**src/pkg/io_space_pkg.sv**
```systemverilog
// Constants and types for the I/O space access unit.
// Assumes a 32-bit address bus and a 64-bit data bus driven by one core clock.
// Notes on behaviour
// - A separate four gigabyte I/O space is reached only by I/O load and store.
// - Bus cycles from I/O instructions drive the memory select output low.
// - I/O instructions run only in supervisor mode; in user mode they are no-ops.
// - The I/O address operand goes to the bus untranslated as a physical address.
// - Memory-mapped I/O addresses are translated by paging like any memory access.
// - I/O operands never look up or allocate into the data cache.
// - A page with cache disable set is noncacheable; writes stay in order.
// - A deasserted cache enable input keeps the returned data out of the cache.
package io_space_pkg;
   localparam int ADDR_W = 32;
   localparam int DATA_W = 64;
   localparam int SIZE_W = 2;
   localparam int PAGE_OFS_W = 12;
   localparam logic SEL_MEMORY = 1'h1;
   localparam logic SEL_IO = 1'h0;
   typedef enum {st_idle, st_bus} state_e;
endpackage : io_space_pkg

```
**src/logic/io_space_access_unit.sv**
```systemverilog
// Bus cycle sequencer for memory and I/O space accesses of the core.
// Assumes the core holds a request until it is accepted, and that the bus
// acknowledge and cache enable pins come from outside the clock domain.
`timescale 1ns/1ps
`default_nettype none
module io_space_access_unit #(
   parameter int ADDR_W = io_space_pkg::ADDR_W,
   parameter int DATA_W = io_space_pkg::DATA_W
) (
   // Clock and reset
   input wire logic i_clk,
   input wire logic i_rst,
   // Core request
   input wire logic i_req,
   input wire logic i_req_io,
   input wire logic i_req_write,
   input wire logic i_supervisor,
   input wire logic [ADDR_W-1:0] i_req_addr,
   input wire logic [DATA_W-1:0] i_req_wdata,
   input wire logic [io_space_pkg::SIZE_W-1:0] i_req_size,
   output logic o_req_accept,
   output logic o_req_done,
   output logic o_req_noop,
   output logic [DATA_W-1:0] o_req_rdata,
   output logic o_req_cacheable,
   // Page translation for memory accesses
   input wire logic [ADDR_W-io_space_pkg::PAGE_OFS_W-1:0] i_page_frame,
   input wire logic i_page_cache_disable_bit,
   input wire logic i_cache_on,
   // Data cache lookup control
   output logic o_dcache_lookup,
   // External bus
   output logic o_bus_start,
   output logic o_bus_mem_io_sel,
   output logic o_bus_write,
   output logic [ADDR_W-1:0] o_bus_addr,
   output logic [DATA_W-1:0] o_bus_wdata,
   output logic [io_space_pkg::SIZE_W-1:0] o_bus_size,
   output logic o_bus_busy,
   input wire logic i_bus_ready,
   input wire logic [DATA_W-1:0] i_bus_rdata,
   input wire logic i_cache_enable_in_n
);

   typedef struct packed {
      io_space_pkg::state_e state;
      logic ready_s1;
      logic ready_s2;
      logic ken_s1;
      logic ken_s2;
      logic accept;
      logic done;
      logic noop;
      logic [DATA_W-1:0] rdata;
      logic cacheable;
      logic lookup;
      logic start;
      logic sel;
      logic write;
      logic [ADDR_W-1:0] addr;
      logic [DATA_W-1:0] wdata;
      logic [io_space_pkg::SIZE_W-1:0] size;
      logic busy;
      logic may_cache;
      // Set once the synchronised ready has been seen low in this bus cycle.
      logic armed;
   } state_s;

   state_s r;
   state_s next_r;

   // Physical address: I/O bypasses paging, memory takes the page frame.
   function automatic logic [ADDR_W-1:0] phys_addr(input logic io,
         input logic [ADDR_W-1:0] va, input logic [ADDR_W-io_space_pkg::PAGE_OFS_W-1:0] frame);
      if (io) begin
         phys_addr = va;
      end else begin
         phys_addr = {frame, va[io_space_pkg::PAGE_OFS_W-1:0]};
      end
   endfunction

   always_comb begin
      next_r = r;
      next_r.ready_s1 = i_bus_ready;
      next_r.ready_s2 = r.ready_s1;
      next_r.ken_s1 = i_cache_enable_in_n;
      next_r.ken_s2 = r.ken_s1;
      next_r.accept = 1'h0;
      next_r.done = 1'h0;
      next_r.noop = 1'h0;
      next_r.start = 1'h0;
      next_r.lookup = 1'h0;
      case (r.state)
         io_space_pkg::st_idle: begin
            if (i_req && !r.accept) begin
               next_r.accept = 1'h1;
               if (i_req_io && !i_supervisor) begin
                  // User-level I/O retires with no bus cycle.
                  next_r.noop = 1'h1;
                  next_r.done = 1'h1;
                  // A dropped access must not report the verdict of an older cycle.
                  next_r.cacheable = 1'h0;
               end else begin
                  // Whole 32-bit address reaches the bus for I/O space.
                  next_r.addr = phys_addr(i_req_io, i_req_addr, i_page_frame);
                  next_r.sel = i_req_io ? io_space_pkg::SEL_IO : io_space_pkg::SEL_MEMORY;
                  next_r.lookup = !i_req_io && i_cache_on;
                  next_r.may_cache = !i_req_io && i_cache_on
                     && !i_page_cache_disable_bit;
                  // Same strobes for both spaces; only the select differs.
                  next_r.write = i_req_write;
                  next_r.wdata = i_req_wdata;
                  next_r.size = i_req_size;
                  next_r.start = 1'h1;
                  next_r.busy = 1'h1;
                  next_r.armed = 1'h0;
                  next_r.state = io_space_pkg::st_bus;
               end
            end
         end
         io_space_pkg::st_bus: begin
            // One cycle at a time in order, so noncacheable writes never reorder.
            // The synchroniser still carries the ready of the previous cycle for
            // two clocks, so a cycle started right after a done must first see
            // ready low before it may finish.
            if (!r.ready_s2) begin
               next_r.armed = 1'h1;
            end
            if (r.ready_s2 && r.armed) begin
               next_r.rdata = r.write ? '0 : i_bus_rdata;
               next_r.cacheable = !r.write && r.may_cache && !r.ken_s2;
               next_r.done = 1'h1;
               next_r.busy = 1'h0;
               next_r.sel = io_space_pkg::SEL_MEMORY;
               next_r.state = io_space_pkg::st_idle;
            end
         end
         default: begin
            next_r.state = io_space_pkg::st_idle;
         end
      endcase
   end

   always_ff @(posedge i_clk) begin
      if (i_rst) begin
         r <= '0;
         r.state <= io_space_pkg::st_idle;
         r.sel <= io_space_pkg::SEL_MEMORY;
         r.ready_s1 <= 1'h0;
         r.ken_s1 <= 1'h1;
         r.ken_s2 <= 1'h1;
      end else begin
         r <= next_r;
      end
   end

   assign o_req_accept = r.accept;
   assign o_req_done = r.done;
   assign o_req_noop = r.noop;
   assign o_req_rdata = r.rdata;
   assign o_req_cacheable = r.cacheable;
   assign o_dcache_lookup = r.lookup;
   assign o_bus_start = r.start;
   assign o_bus_mem_io_sel = r.sel;
   assign o_bus_write = r.write;
   assign o_bus_addr = r.addr;
   assign o_bus_wdata = r.wdata;
   assign o_bus_size = r.size;
   assign o_bus_busy = r.busy;

endmodule // io_space_access_unit
`default_nettype wire

```
**config.mk**
```make
export PLATFORM = sky130hd
export DESIGN_NAME = io_space_access_unit
export DESIGN_NICKNAME = d
export VERILOG_FILES = /design/src/pkg/io_space_pkg.sv /design/src/logic/io_space_access_unit.sv
export SDC_FILE = /design/constraint.sdc
export NUM_CORES = 1
export LEC_CHECK = 0
export ABC_AREA = 1
export BUFFER_PORTS_ARGS = -buffer_cell sky130_fd_sc_hd__buf_2
export CAP_MARGIN = 20
export CORE_AREA = 4 4 141 143
export DETAILED_ROUTE_END_ITERATION = 6
export DIE_AREA = 0 0 145 147
export GPL_TIMING_DRIVEN = 0
export PLACE_DENSITY_LB_ADDON = 0.12
export SLEW_MARGIN = 20
export SYNTH_ARGS = -nofsm -noshare
export SYNTH_HDL_FRONTEND = slang
export SYNTH_SLANG_ARGS = --single-unit
```
**constraint.sdc**
```tcl
create_clock -name i_clk -period 3.87 [get_ports i_clk]
set_input_delay 0.1935 -clock i_clk [delete_from_list [all_inputs] [get_ports i_clk]]
set_output_delay 0.1935 -clock i_clk [all_outputs]
set_load 0.01 [all_outputs]
```
Yosys cells after proc, flatten, opt, wreduce, memory -nomap -nowiden
Cells that the tools add are included.

Bits in registers: 209. Bits in latches: 0. RAM bits: 0. ROM bits: 0. Input port bits: 192. Logic and storage cells: 75. Memories: 0.

Add/subtract/negate cells: 0. Multiply operators: 0. Div/mod/pow operators: 0. Magnitude comparators: 0. Equal/unequal tests: 6. Shift operators: 0. Mux-type cells: 22. Bitwise logic cells: 3. Reductions and logical operators: 24.

Operator list (number): 32-bit two-way mux (4); 106-bit two-way mux (1); 105-bit two-way mux (1); 64-bit two-way mux (1); 32-bit case mux with 2 select lines (1); 32-bit by 1-bit equality test with 1-bit output, second input constant (1); 32-bit zero test (1); 4-bit AND reduction (3); 2-bit inequality test, second input constant (5); 1-bit case mux with 2 select lines (5); 1-bit logical AND (7); 1-bit two-way mux (7); 1-bit zero test (6); 3-bit AND reduction (2); 4-bit OR reduction (1); 3-bit two-way mux (1); 1-bit inverter (3); 3-bit OR reduction (1); 2-bit two-way mux (1); 2-bit AND reduction (1); 2-bit nonzero test (1); 2-bit OR reduction (1).

Logic depth before layout (Yosys ltp)
Gate-level depths: netlist of run 1.

Depth after elaboration: 6. Mapped depth: 9.

Worst setup path before layout of run 1
No wires, ideal clock.

Path type: register to register. Start: register r, in the netlist o_req_accept. End: register r, in the netlist o_bus_write. Library setup time: 75 ps. Arrival: 1200 ps. Path slack: 2596 ps. Cell stages (with the launch flop): 9. Buffers on the path: 1. Cells stage by stage: dfxtp_1 inv_1 nand2_1 nor2_1 nand2_1 nor2_4 buf_2 nand2_1 o21ai_0.

Longest elaborated chain between the ends: 3.

RTL lines: start, declared (RTL line io_space_access_unit.sv:69) `state_s r;`; start signal, assigned (RTL line io_space_access_unit.sv:153) `r <= next_r;`; 1-bit zero test (RTL line io_space_access_unit.sv:95) `if (i_req && !r.accept) begin`; 1-bit logical AND (RTL line io_space_access_unit.sv:95); 3-bit AND reduction (no source line).

No other way between the ends. A chain may end at the register's enable or synchronous reset.

Worst setup path in the final report of run 1
Same ends and word-level chain as after synthesis.

==> metrics.txt, run 1 <==
# TYPE chip_impl_metric gauge
chip_impl_metric{name="ys.warnings.count",unit=""} 0
chip_impl_metric{name="worst_path_max_stage_delay",unit="ns"} 0.34
chip_impl_metric{name="vias",unit=""} 7405
chip_impl_metric{name="clkTransAtPathRegs",unit="ns"} 0.06
chip_impl_info{name="type_of_element_launching_the_critical_path",value="register"} 1
chip_impl_metric{name="die_height",unit="um"} 147
chip_impl_metric{name="antenna_violations_before_repair",unit=""} 1
chip_impl_info{name="end_kind",value="register"} 1
chip_impl_metric{name="rr_worst_depth",unit=""} 8
chip_impl_metric{name="final_area",unit="sq um"} 10900
chip_impl_metric{name="cts_made_buffers",unit=""} 17
chip_impl_metric{name="final_core_utilization",unit="%"} 58.9
chip_impl_metric{name="arr_time_crit_path",unit="ns"} 2.06
chip_impl_info{name="path_type_of_the_worst_min_delay_path",value="input pin to register"} 1
chip_impl_metric{name="port_buffers",unit=""} 361
chip_impl_metric{name="vias_per_cell",unit=""} 4.35
chip_impl_metric{name="nFillCells",unit=""} 1761
chip_impl_info{name="crit_path_frequent_cell",value="sky130_fd_sc_hd__nand2_1"} 1
chip_impl_metric{name="placement.cell_area",unit="sq um"} 9590
chip_impl_metric{name="top_level_ports",unit=""} 363
chip_impl_metric{name="slew_viol_final",unit=""} 0
chip_impl_info{name="cts_root_buffer_type",value="sky130_fd_sc_hd__clkbuf_16"} 1
chip_impl_metric{name="clock-skew-final",unit="ns"} 0.0124
chip_impl_metric{name="setup_viol",unit=""} 0
chip_impl_metric{name="highest_fanout_seen_on_the_critical_path",unit=""} 10
chip_impl_info{name="yosysTopAreaCell",value="sky130_fd_sc_hd__dfxtp_1"} 1
chip_impl_metric{name="clock_tree.htree_level_count",unit=""} 4
chip_impl_metric{name="nNetsFinal",unit=""} 1650
chip_impl_info{name="mostFrequentLayoutCells",value="437 x sky130_fd_sc_hd__nand2_1, 381 x sky130_fd_sc_hd__buf_2, 178 x sky130_fd_sc_hd__dfxtp_1"} 1
chip_impl_metric{name="totalWireLength",unit="mm"} 23.9
chip_impl_metric{name="post_route_cells_drive_above_1_share",unit="%"} 39.7
chip_impl_metric{name="regToRegSetupSlack",unit="ns"} 2.15
chip_impl_metric{name="cts_num_sinks",unit=""} 178
chip_impl_metric{name="yosys.area.top_type_share",unit="%"} 47.6
chip_impl_info{name="synth_top_cells_by_area",value="sky130_fd_sc_hd__dfxtp_1 48%, sky130_fd_sc_hd__nand2_1 22%, sky130_fd_sc_hd__buf_4 17%, sky130_fd_sc_hd__nand3_1 4.5%, sky130_fd_sc_hd__a21oi_1 4.4%"} 1
chip_impl_metric{name="worst_skew_pair.late_latency",unit="ns"} 0.42
chip_impl_info{name="r2r-start",value="o_req_accept$_SDFF_PP0_"} 1
chip_impl_metric{name="hold_slack",unit="ns"} 0.0138
chip_impl_metric{name="cts_buffer_depth",unit=""} 2
chip_impl_metric{name="flow.area_growth_from_synthesis",unit="%"} 46.1
chip_impl_metric{name="post-route-drc-count",unit=""} 0
chip_impl_metric{name="dieArea",unit="sq um"} 21300
chip_impl_metric{name="setup_tns",unit="ns"} 0
chip_impl_metric{name="timing.hold.worst_path_depth",unit=""} 3
chip_impl_metric{name="coreArea",unit="sq um"} 18600
chip_impl_metric{name="power_density",unit="nW/um^2"} 381
chip_impl_metric{name="synth_cells",unit=""} 998
chip_impl_metric{name="number_of_design_rule_violations_left_by_the_first_detailed_router_iteration",unit=""} 292
chip_impl_metric{name="yosys.cell_types.count",unit=""} 15
chip_impl_metric{name="mappedNetlistNets",unit=""} 1190
chip_impl_metric{name="track_usage",unit="%"} 22.0
chip_impl_info{name="critical_path.reg2reg.endpoint",value="o_bus_write$_SDFFE_PP0P_"} 1
chip_impl_metric{name="die-width",unit="um"} 145
chip_impl_info{name="setup_repair_after_global_routing_missed_its_margin",value="false"} 1
chip_impl_info{name="criticalPathCategory",value="register to register"} 1
chip_impl_metric{name="diodes",unit=""} 0
chip_impl_metric{name="post_synth_instance_area",unit="sq um"} 7490
chip_impl_metric{name="grt_start_max_net_pins",unit=""} 17
chip_impl_info{name="tritoncts",value="built"} 1
chip_impl_metric{name="wl_per_cell",unit="um"} 14.0
chip_impl_metric{name="max_freq",unit="GHz"} 0.582
chip_impl_metric{name="ir_worst_vdd",unit="mV"} 0.290
chip_impl_metric{name="drt_first_pass_iters",unit=""} 4
chip_impl_metric{name="detailedPlacementHpwl",unit="mm"} 18.0
chip_impl_metric{name="synth-seq-area-share",unit="%"} 47.6
chip_impl_metric{name="timing_worst_slew_pin_value",unit="ns"} 0.559
chip_impl_info{name="crit_path_cell_trace",value="inv_1 > nand2_1 > nor2_1 > nand2_1 > nor2_4 > buf_2 > nand2_1 > o21ai_0"} 1
chip_impl_metric{name="floorplan.rows",unit=""} 50
chip_impl_metric{name="report.final.hold_viol_count",unit=""} 0
chip_impl_metric{name="slew-limit-headroom",unit="%"} 62.8
chip_impl_metric{name="maxCapViolations",unit=""} 0
chip_impl_info{name="slowest_cell_on_the_critical_path",value="sky130_fd_sc_hd__nor2_4"} 1
chip_impl_metric{name="worst_ep_required_time",unit="ns"} 4.21
chip_impl_metric{name="grt_first_pass_wirelength",unit="mm"} 38.0
chip_impl_metric{name="post_cts.repair.setup_buffers",unit=""} 0
chip_impl_info{name="layout_commonest_cell",value="sky130_fd_sc_hd__nand2_1"} 1
chip_impl_metric{name="synth_seq_cells",unit=""} 178
chip_impl_metric{name="grt-ovfl-total",unit=""} 0
chip_impl_metric{name="final_replace_weighted_congestion",unit=""} 0.819
chip_impl_metric{name="avg_inst_size_synth",unit="sq um"} 7.50
chip_impl_metric{name="first_global_vias",unit=""} 7255
chip_impl_metric{name="drtAntennaViolNets",unit=""} 0
chip_impl_metric{name="final.min_clock_period",unit="ns"} 1.72
chip_impl_metric{name="power.static_leakage",unit="nW"} 5.99
chip_impl_info{name="timing.hold.worst.start",value="i_req_write"} 1
chip_impl_metric{name="fin_crit_sh",unit="%"} 44.4
chip_impl_info{name="timing.hold.worst_endpoint",value="o_bus_write$_SDFFE_PP0P_"} 1
chip_impl_metric{name="floorplan.initialDensity",unit="%"} 40.3
chip_impl_info{name="run_status",value="finished clean"} 1
where the power goes:
| group | switching (W) | internal [W] |
|---|---|---|
| Clock | 0.000732 | 0.000902 |
| Combinational | 0.000285 | 0.000300 |
| Sequential | 0.0000386 | 0.00191 |
final cells by class:
class                   count  area, sq um  area share (%)
repair buffers            441         2610            23.8
plain buffers             215         1450            13.3
well taps                 234          293            2.68
multi-input cells         593         2430            22.2
inverters                  12         45.0           0.412
flip-flops and latches    178         3560            32.6
clock inverters            11          109           0.995
clock buffers              19          443            4.05
critical path, delay by kind of cell, from the launching register on:
| kind | cells | cell delay [ns] |
|---|---|---|
| and+or+nand+nor | 5 | 0.90 |
| buffers and inverters | 2 | 0.34 |
| DFF | 1 | 0.31 |
| AOI/OAI and AO/OA | 1 | 0.09 |
synthesized netlist by cell type, drive strengths merged:
master  count
nor2       14
o21ai       4
inv        12
a21oi      66
nand3      68
buf       185
or2         3
nand4       1
dfxtp     178
clkbuf     30
nand2     437
metal layers:
metal,vias up,wire (um),GRT usage (%)
met5,-,13,0
met4,2,944,10.0
met3,55,1810,7.22
met2,253,11400,36.9
met1,3245,9770,25.8
li1,3850,-,-
per-stage QoR:
stage               power (W)  instances  setup slack [ns]
global route          0.00435       1703              1.94
CTS                   0.00421       1703              2.16
floorplan             0.00226        998              2.60
finish                0.00417       1703              2.15
global placement      0.00251       1593              2.17
detailed placement    0.00251       1593              2.18
cell families (layout without fill, tap and decap cells):
kind of cell / after synthesis / after routing / share of synthesized area (%)
AO/OA/AOI/OAI: 70 / 70 / 4.68
AND/OR/NAND/NOR: 523 / 523 / 27.7
buffers and inverters: 227 / 698 / 20.0
flip-flops: 178 / 178 / 47.6
worst max-delay path by stage:
stage | startpoint | end | depth (start not counted)
detailed placement | o_req_accept$_SDFF_PP0_ | o_bus_write$_SDFFE_PP0P_ | 8
finish | o_req_accept$_SDFF_PP0_ | o_bus_write$_SDFFE_PP0P_ | 8
CTS | o_req_accept$_SDFF_PP0_ | o_bus_write$_SDFFE_PP0P_ | 8
global placement | o_req_accept$_SDFF_PP0_ | o_bus_write$_SDFFE_PP0P_ | 8
global route | o_bus_write$_SDFFE_PP0P_ | o_req_rdata[33]$_SDFFE_PP0P_ | 5
floorplan | o_req_accept$_SDFF_PP0_ | o_bus_write$_SDFFE_PP0P_ | 8
timing repair:
item	CTS	global route
hold buffers	80	0
resized for setup	0	0
hold endpoints to repair	80	0
state kept, by name, indices dropped and copies added, names as in the netlist:
| name | count |
|---|---|
| o_req_cacheable | 1 |
| o_bus_write | 1 |
| o_req_noop | 1 |
| o_req_accept | 1 |
| o_bus_wdata | 64 |
| o_req_done | 1 |
| next_r | 2 |
| o_bus_start | 1 |
| o_bus_busy | 1 |
| o_req_rdata | 64 |
| o_bus_mem_io_sel | 1 |
| o_bus_addr | 32 |
| o_dcache_lookup | 1 |
| o_bus_size | 2 |
| r | 5 |
(Power assumes the default switching activity.)
==> inputs of run 2 (changes only) <==
CORE_AREA = default   (was 4 4 141 143)
CORE_MARGIN = 4   (was default)
CORE_UTILIZATION = 42   (was default)
DIE_AREA = default   (was 0 0 145 147)
clock period = 1.5 ns   (was 3.87 ns; I/O delays follow)
==> metrics.txt, run 2 (same netlist as run 1, synthesis figures left out) <==
# TYPE chip_impl_metric gauge
chip_impl_metric{name="cell_internal_power_dissipation",unit="W"} 0.00899
chip_impl_metric{name="number_of_design_rule_violations_left_by_the_first_detailed_router_iteration",unit=""} 267
chip_impl_metric{name="totalWireLength",unit="mm"} 25.1
chip_impl_info{name="tritoncts",value="built"} 1
chip_impl_info{name="cts_root_buffer_type",value="sky130_fd_sc_hd__clkbuf_16"} 1
chip_impl_metric{name="placement.cell_area",unit="sq um"} 9570
chip_impl_info{name="mostFrequentLayoutCells",value="434 x sky130_fd_sc_hd__nand2_1, 370 x sky130_fd_sc_hd__buf_2, 185 x sky130_fd_sc_hd__dlygate4sd3_1"} 1
chip_impl_info{name="setup_repair_after_global_routing_missed_its_margin",value="false"} 1
chip_impl_metric{name="post_route_cells_drive_above_1_share",unit="%"} 38.3
chip_impl_metric{name="grt_start_max_net_pins",unit=""} 17
chip_impl_metric{name="final.min_clock_period",unit="ns"} 1.40
chip_impl_metric{name="dieArea",unit="sq um"} 20000
chip_impl_metric{name="vias",unit=""} 8014
chip_impl_metric{name="power.combinational.fraction",unit="%"} 15.3
chip_impl_metric{name="grt_first_pass_wirelength",unit="mm"} 39.3
chip_impl_metric{name="cts_buffer_depth",unit=""} 2
chip_impl_metric{name="port_buffers",unit=""} 361
chip_impl_metric{name="die-width",unit="um"} 142
chip_impl_metric{name="nNetsFinal",unit=""} 1757
chip_impl_metric{name="fin_crit_sh",unit="%"} 93.6
chip_impl_metric{name="slew-limit-headroom",unit="%"} 67.4
chip_impl_metric{name="report.final.hold_viol_count",unit=""} 0
chip_impl_metric{name="floorplan.initialDensity",unit="%"} 43.1
chip_impl_metric{name="drt_first_pass_iters",unit=""} 5
chip_impl_metric{name="drtAntennaViolNets",unit=""} 0
chip_impl_metric{name="first_global_vias",unit=""} 8003
chip_impl_metric{name="worst_ep_required_time",unit="ns"} 1.86
chip_impl_info{name="end_kind",value="register"} 1
chip_impl_metric{name="flow.area_growth_from_synthesis",unit="%"} 62.9
chip_impl_metric{name="detailedPlacementHpwl",unit="mm"} 16.8
chip_impl_metric{name="ir_worst_vdd",unit="mV"} 0.760
chip_impl_metric{name="timing_worst_slew_pin_value",unit="ns"} 0.489
chip_impl_metric{name="design_power_total",unit="W"} 0.0117
chip_impl_metric{name="top_level_ports",unit=""} 363
chip_impl_metric{name="clock-skew-final",unit="ns"} 0.0112
chip_impl_metric{name="track_usage",unit="%"} 24.5
chip_impl_metric{name="die_height",unit="um"} 142
chip_impl_info{name="run_status",value="finished clean"} 1
chip_impl_metric{name="power.sequential.fraction",unit="%"} 43.1
chip_impl_metric{name="worst_skew_pair.late_latency",unit="ns"} 0.42
chip_impl_metric{name="slew_viol_final",unit=""} 0
chip_impl_metric{name="clock_power_share",unit="%"} 41.6
chip_impl_info{name="type_of_element_launching_the_critical_path",value="register"} 1
chip_impl_metric{name="floorplan.rows",unit=""} 48
chip_impl_metric{name="setup_viol",unit=""} 0
chip_impl_metric{name="dp.cells",unit=""} 1584
chip_impl_metric{name="clkTransAtPathRegs",unit="ns"} 0.07
chip_impl_metric{name="wl_per_cell",unit="um"} 13.9
chip_impl_metric{name="final_replace_weighted_congestion",unit=""} 0.823
chip_impl_metric{name="antenna_violations_before_repair",unit=""} 0
chip_impl_metric{name="maxCapViolations",unit=""} 0
chip_impl_metric{name="post-route-drc-count",unit=""} 0
chip_impl_metric{name="max_freq",unit="GHz"} 0.713
chip_impl_metric{name="power.switching",unit="W"} 0.00269
chip_impl_metric{name="final_area",unit="sq um"} 12200
chip_impl_metric{name="coreArea",unit="sq um"} 17400
chip_impl_metric{name="vias_per_cell",unit=""} 4.44
chip_impl_metric{name="grt-ovfl-total",unit=""} 0
chip_impl_metric{name="power.static_leakage",unit="nW"} 6.55
chip_impl_metric{name="highest_fanout_seen_on_the_critical_path",unit=""} 10
chip_impl_metric{name="power_density",unit="nW/um^2"} 958
chip_impl_metric{name="sw_frac_of_total",unit="%"} 23.0
chip_impl_metric{name="cts_num_sinks",unit=""} 178
chip_impl_metric{name="cts_made_buffers",unit=""} 17
chip_impl_metric{name="nFillCells",unit=""} 1433
chip_impl_info{name="criticalPathCategory",value="register to register"} 1
chip_impl_metric{name="clock_tree.htree_level_count",unit=""} 4
chip_impl_metric{name="arr_time_crit_path",unit="ns"} 1.76
chip_impl_metric{name="finalNonFillerCells",unit=""} 1804
chip_impl_info{name="path_type_of_the_worst_min_delay_path",value="input pin to register"} 1
chip_impl_info{name="layout_commonest_cell",value="sky130_fd_sc_hd__nand2_1"} 1
## run 2: changes by cell type in the layout (fill, tap and decap cells not counted), moves of 4 or more
cell / before / now
sky130_fd_sc_hd__buf_4: 165 / 174
sky130_fd_sc_hd__bufinv_16: 1 / 5
sky130_fd_sc_hd__dlygate4sd3_1: 80 / 185
sky130_fd_sc_hd__clkbuf_4: 0 / 4
sky130_fd_sc_hd__clkbuf_2: 0 / 13
sky130_fd_sc_hd__buf_2: 381 / 370
sky130_fd_sc_hd__clkbuf_1: 31 / 20
## run 2: routing by layer
metal  routed length, um  vias to the layer above  global-route usage, %
li1                    -                     4074                      -
met4                1150                        0                   12.2
met3                1960                       76                   6.91
met2               12300                      303                   43.3
met5                   0                        -                      0
met1                9740                     3561                   26.8
## run 2: power by group through the flow
stage / Sequential, W / Combinational, W / Clock (W)
floorplan: 0.00512 / 0.000723 / 0
global placement: 0.00513 / 0.00132 / 0
detailed placement: 0.00514 / 0.00132 / 0
CTS: 0.00503 / 0.00176 / 0.00497
global route: 0.00506 / 0.00196 / 0.00517
finish: 0.00504 / 0.00179 / 0.00486
## run 2: metrics by stage
stage / hold slack, ns / util, % / setup WS (ns) / TNS, ns
global placement: 0.262 / 55.2 / -0.218 / -17.11
global route: 0.0395 / 70.2 / 0.0122 / 0
detailed placement: 0.265 / 55.2 / -0.209 / -17.76
floorplan: 0.179 / - / 0.226 / 0
CTS: 0.00961 / 70.1 / 0.0101 / 0
finish: 0.0283 / 70.3 / 0.0967 / 0
## run 2: final timing paths
kind,depth (start not counted),slack (ns),endpoint,startpoint
worst max-delay path,9,0.1,o_bus_wdata[55]$_SDFFE_PP0P_,o_req_accept$_SDFF_PP0_
worst min-delay path,5,0.03,o_bus_addr[31]$_SDFFE_PP0P_,i_page_frame[19]
worst max register to register,9,0.1,o_bus_wdata[55]$_SDFFE_PP0P_,o_req_accept$_SDFF_PP0_
worst min register to register,1,0.42,r[173]$_SDFF_PP1_,next_r[173]$_SDFF_PP1_
## run 2: layout make-up
class                      count  area [sq um]  share of cell area [%]
multi-input combinational    593          2450                    20.1
buffer                       213          1490                    12.2
inverter                      12          45.0                   0.369
clock buffer                  24           472                    3.87
sequential                   178          3570                    29.3
tap                          225           282                    2.31
clock inverter                 8           175                    1.44
antenna                        1          2.50                  0.0205
timing repair buffer         550          3710                    30.5
## run 2: repair_timing
item	in CTS	in global routing
hold endpoints to repair	166	0
hold buffers	185	0
gates resized for setup	22	19
setup buffers	4	0
pin swaps	2	3
endpoints found under the setup margin	149	129
## run 2: critical path, cell delays in order (launching register included)
cell and delay [ns]:
sky130_fd_sc_hd__dfxtp_1 0.31, sky130_fd_sc_hd__inv_1 0.06, sky130_fd_sc_hd__nand2_2 0.10, sky130_fd_sc_hd__nor2_4 0.15
sky130_fd_sc_hd__nand2_2 0.10, sky130_fd_sc_hd__nor2_4 0.15, sky130_fd_sc_hd__buf_12 0.14, sky130_fd_sc_hd__buf_4 0.17
sky130_fd_sc_hd__nand2_1 0.08, sky130_fd_sc_hd__nand2_1 0.08
==> inputs of run 3 (changes only) <==
CELL_PAD_IN_SITES_DETAIL_PLACEMENT = 1   (was default)
CELL_PAD_IN_SITES_GLOBAL_PLACEMENT = 2   (was default)
CORE_UTILIZATION = 22   (was 42)
SKIP_LAST_GASP = 1   (was default)
==> metrics.txt, run 3 (same netlist as run 1, synthesis figures left out) <==
# TYPE chip_impl_metric gauge
chip_impl_metric{name="nNetsFinal",unit=""} 1761
chip_impl_metric{name="grt_start_max_net_pins",unit=""} 20
chip_impl_metric{name="power_density",unit="nW/um^2"} 896
chip_impl_info{name="timing.hold.worst_endpoint",value="o_req_noop$_SDFF_PP0_"} 1
chip_impl_metric{name="power.static_leakage",unit="nW"} 6.54
chip_impl_metric{name="die_height",unit="um"} 192
chip_impl_metric{name="vias_per_cell",unit=""} 3.89
chip_impl_metric{name="slew_viol_final",unit=""} 0
chip_impl_metric{name="first_global_vias",unit=""} 7961
chip_impl_metric{name="nFillCells",unit=""} 4196
chip_impl_info{name="cp-startpoint",value="i_supervisor"} 1
chip_impl_metric{name="cts_buffer_depth",unit=""} 2
chip_impl_metric{name="vias",unit=""} 7903
chip_impl_metric{name="finalWorstSetupSlack",unit="ns"} 0.0735
chip_impl_metric{name="dp.cells",unit=""} 1807
chip_impl_metric{name="post-route-drc-count",unit=""} 0
chip_impl_metric{name="flow.area_growth_from_synthesis",unit="%"} 66.5
chip_impl_metric{name="post_route_cells_drive_above_1_share",unit="%"} 38.4
chip_impl_info{name="r2r-start",value="o_req_accept$_SDFF_PP0_"} 1
chip_impl_metric{name="worst_skew_pair.late_latency",unit="ns"} 0.43
chip_impl_metric{name="number_of_design_rule_violations_left_by_the_first_detailed_router_iteration",unit=""} 225
chip_impl_info{name="run_status",value="finished clean"} 1
chip_impl_metric{name="detailedPlacementHpwl",unit="mm"} 21.2
chip_impl_metric{name="routedLengthMet1",unit="mm"} 12.4
chip_impl_metric{name="report.final.hold_viol_count",unit=""} 0
chip_impl_metric{name="hold_slack",unit="ns"} 0.0999
chip_impl_metric{name="port_buffers",unit=""} 361
chip_impl_metric{name="totalWireLength",unit="mm"} 28.6
chip_impl_metric{name="final_core_utilization",unit="%"} 37.2
chip_impl_metric{name="final.min_clock_period",unit="ns"} 1.43
chip_impl_metric{name="track_usage",unit="%"} 15.0
chip_impl_metric{name="timing.hold.worst_path_depth",unit=""} 3
chip_impl_metric{name="route.met2.wl",unit="mm"} 14.0
chip_impl_metric{name="clkTransAtPathRegs",unit="ns"} 0.07
chip_impl_metric{name="timing_worst_slew_pin_value",unit="ns"} 0.576
chip_impl_metric{name="grt_first_pass_wirelength",unit="mm"} 43.3
chip_impl_info{name="cts_root_buffer_type",value="sky130_fd_sc_hd__clkbuf_16"} 1
chip_impl_metric{name="cts_made_buffers",unit=""} 17
chip_impl_metric{name="top_level_ports",unit=""} 363
chip_impl_metric{name="setup_viol",unit=""} 0
chip_impl_metric{name="route.met3.wl",unit="mm"} 1.73
chip_impl_info{name="critical_path.reg2reg.endpoint",value="o_bus_addr[11]$_SDFFE_PP0P_"} 1
chip_impl_metric{name="slew-limit-headroom",unit="%"} 61.6
chip_impl_metric{name="worst_ep_required_time",unit="ns"} 1.82
chip_impl_metric{name="cts_num_sinks",unit=""} 178
chip_impl_info{name="type_of_element_launching_the_critical_path",value="input pin"} 1
chip_impl_metric{name="maxCapViolations",unit=""} 0
chip_impl_metric{name="clock-skew-final",unit="ns"} 0.0128
chip_impl_metric{name="drt_first_pass_iters",unit=""} 4
chip_impl_metric{name="coreArea",unit="sq um"} 33500
chip_impl_metric{name="floorplan.initialDensity",unit="%"} 22.3
chip_impl_info{name="timing.hold.worst.start",value="i_req_io"} 1
chip_impl_metric{name="clock_tree.htree_level_count",unit=""} 4
chip_impl_metric{name="die-width",unit="um"} 192
chip_impl_metric{name="dieArea",unit="sq um"} 37000
chip_impl_metric{name="place_ws",unit="ns"} -0.408
chip_impl_metric{name="fin_crit_sh",unit="%"} 95.1
chip_impl_metric{name="floorplan.rows",unit=""} 67
chip_impl_metric{name="drtAntennaViolNets",unit=""} 0
chip_impl_metric{name="max_freq",unit="GHz"} 0.701
chip_impl_metric{name="antenna_violations_before_repair",unit=""} 1
chip_impl_metric{name="final_replace_weighted_congestion",unit=""} 0.718
chip_impl_metric{name="finalNonFillerCells",unit=""} 2030
chip_impl_metric{name="rr_worst_depth",unit=""} 9
chip_impl_metric{name="highest_fanout_seen_on_the_critical_path",unit=""} 10
chip_impl_metric{name="grt-ovfl-total",unit=""} 0
chip_impl_metric{name="placement.cell_area",unit="sq um"} 9850
chip_impl_info{name="mostFrequentLayoutCells",value="435 x sky130_fd_sc_hd__nand2_1, 373 x sky130_fd_sc_hd__buf_2, 188 x sky130_fd_sc_hd__dlygate4sd3_1"} 1
chip_impl_metric{name="arr_time_crit_path",unit="ns"} 1.74
chip_impl_metric{name="wl_per_cell",unit="um"} 14.1
chip_impl_metric{name="final_area",unit="sq um"} 12500
chip_impl_info{name="dr.max_layer_used",value="met4"} 1
chip_impl_info{name="tritoncts",value="built"} 1
chip_impl_info{name="criticalPathCategory",value="input pin to register"} 1
chip_impl_info{name="path_type_of_the_worst_min_delay_path",value="input pin to register"} 1
chip_impl_info{name="end_kind",value="register"} 1
chip_impl_metric{name="ir_worst_vdd",unit="mV"} 0.729
chip_impl_metric{name="regToRegSetupSlack",unit="ns"} 0.11
chip_impl_info{name="layout_commonest_cell",value="sky130_fd_sc_hd__nand2_1"} 1
chip_impl_info{name="setup_repair_after_global_routing_missed_its_margin",value="true"} 1
-- run 3: changes by cell type in the layout (fill, tap and decap cells not counted), moves of 4 or more --
cell,before,now
sky130_fd_sc_hd__buf_6,0,8
sky130_fd_sc_hd__clkbuf_2,13,6
sky130_fd_sc_hd__bufinv_16,5,0
sky130_fd_sc_hd__clkbuf_1,20,16
-- run 3: metal layers --
| layer | vias to the layer above | GRT usage, % |
|---|---|---|
| li1 | 4077 | - |
| met1 | 3602 | 18.6 |
| met2 | 202 | 25.3 |
| met3 | 22 | 4.25 |
| met4 | 0 | 4.28 |
| met5 | - | 0 |
-- run 3: repair_timing --
item | 4_1_cts | 5_1_grt
cloned | 0 | 0
gates resized for setup | 33 | 24
hold buffers | 188 | 0
setup endpoints to repair | 151 | 142
pin swaps | 2 | 3
endpoints found under the hold margin | 168 | 0
buffers inserted | 4 | 1
-- run 3: worst max-delay path by stage --
| stage | to | depth (start not counted) |
|---|---|---|
| after global routing | o_bus_addr[10]$_SDFFE_PP0P_ | 9 |
| after floorplan | o_bus_write$_SDFFE_PP0P_ | 8 |
| final | o_bus_wdata[23]$_SDFFE_PP0P_ | 11 |
| after global placement | o_bus_write$_SDFFE_PP0P_ | 8 |
| after detailed placement | o_bus_write$_SDFFE_PP0P_ | 8 |
| after CTS | o_req_rdata[6]$_SDFFE_PP0P_ | 5 |
-- run 3: stage by stage --
| stage | power, W | TNS [ns] |
|---|---|---|
| 2_1_floorplan | 0.00584 | 0 |
| 3_3_place_gp | 0.00652 | -34.99 |
| 3_5_place_dp | 0.00652 | -37.86 |
| 4_1_cts | 0.0114 | -0.00566 |
| 5_1_grt | 0.0118 | -0.00468 |
| 6_report | 0.0112 | 0 |
-- run 3: where the power goes --
part / switching, W / total [W] / leakage [nW] / internal [W]
Combinational: 0.000802 / 0.00182 / 4.82 / 0.00102
Clock: 0.00207 / 0.00432 / 0.268 / 0.00224
Sequential: 0.000104 / 0.00503 / 1.45 / 0.00493
Total: 0.00298 / 0.0112 / 6.54 / 0.00819
-- run 3: layout make-up --
cell class / count / area [sq um] / area share [%]
Clock buffer: 19 / 453 / 3.63
Tap cell: 448 / 561 / 4.50
Inverter: 12 / 45.0 / 0.361
Buffer: 213 / 1520 / 12.2
Multi-Input combinational cell: 593 / 2460 / 19.7
Clock inverter: 12 / 101 / 0.813
Antenna cell: 1 / 2.50 / 0.0201
Timing Repair Buffer: 554 / 3750 / 30.1
Sequential cell: 178 / 3570 / 28.6
-- run 3: worst max-delay path, stage by stage --
cell                            delay, ns
sky130_fd_sc_hd__dlygate4sd3_1       0.53
sky130_fd_sc_hd__buf_2               0.10
sky130_fd_sc_hd__inv_1               0.03
sky130_fd_sc_hd__nand2_1             0.15
sky130_fd_sc_hd__nand2_1             0.14
sky130_fd_sc_hd__nor2_4              0.18
sky130_fd_sc_hd__nor2_4              0.06
sky130_fd_sc_hd__buf_12              0.15
sky130_fd_sc_hd__buf_2               0.19
sky130_fd_sc_hd__nand2_1             0.08
sky130_fd_sc_hd__nand2_1             0.05
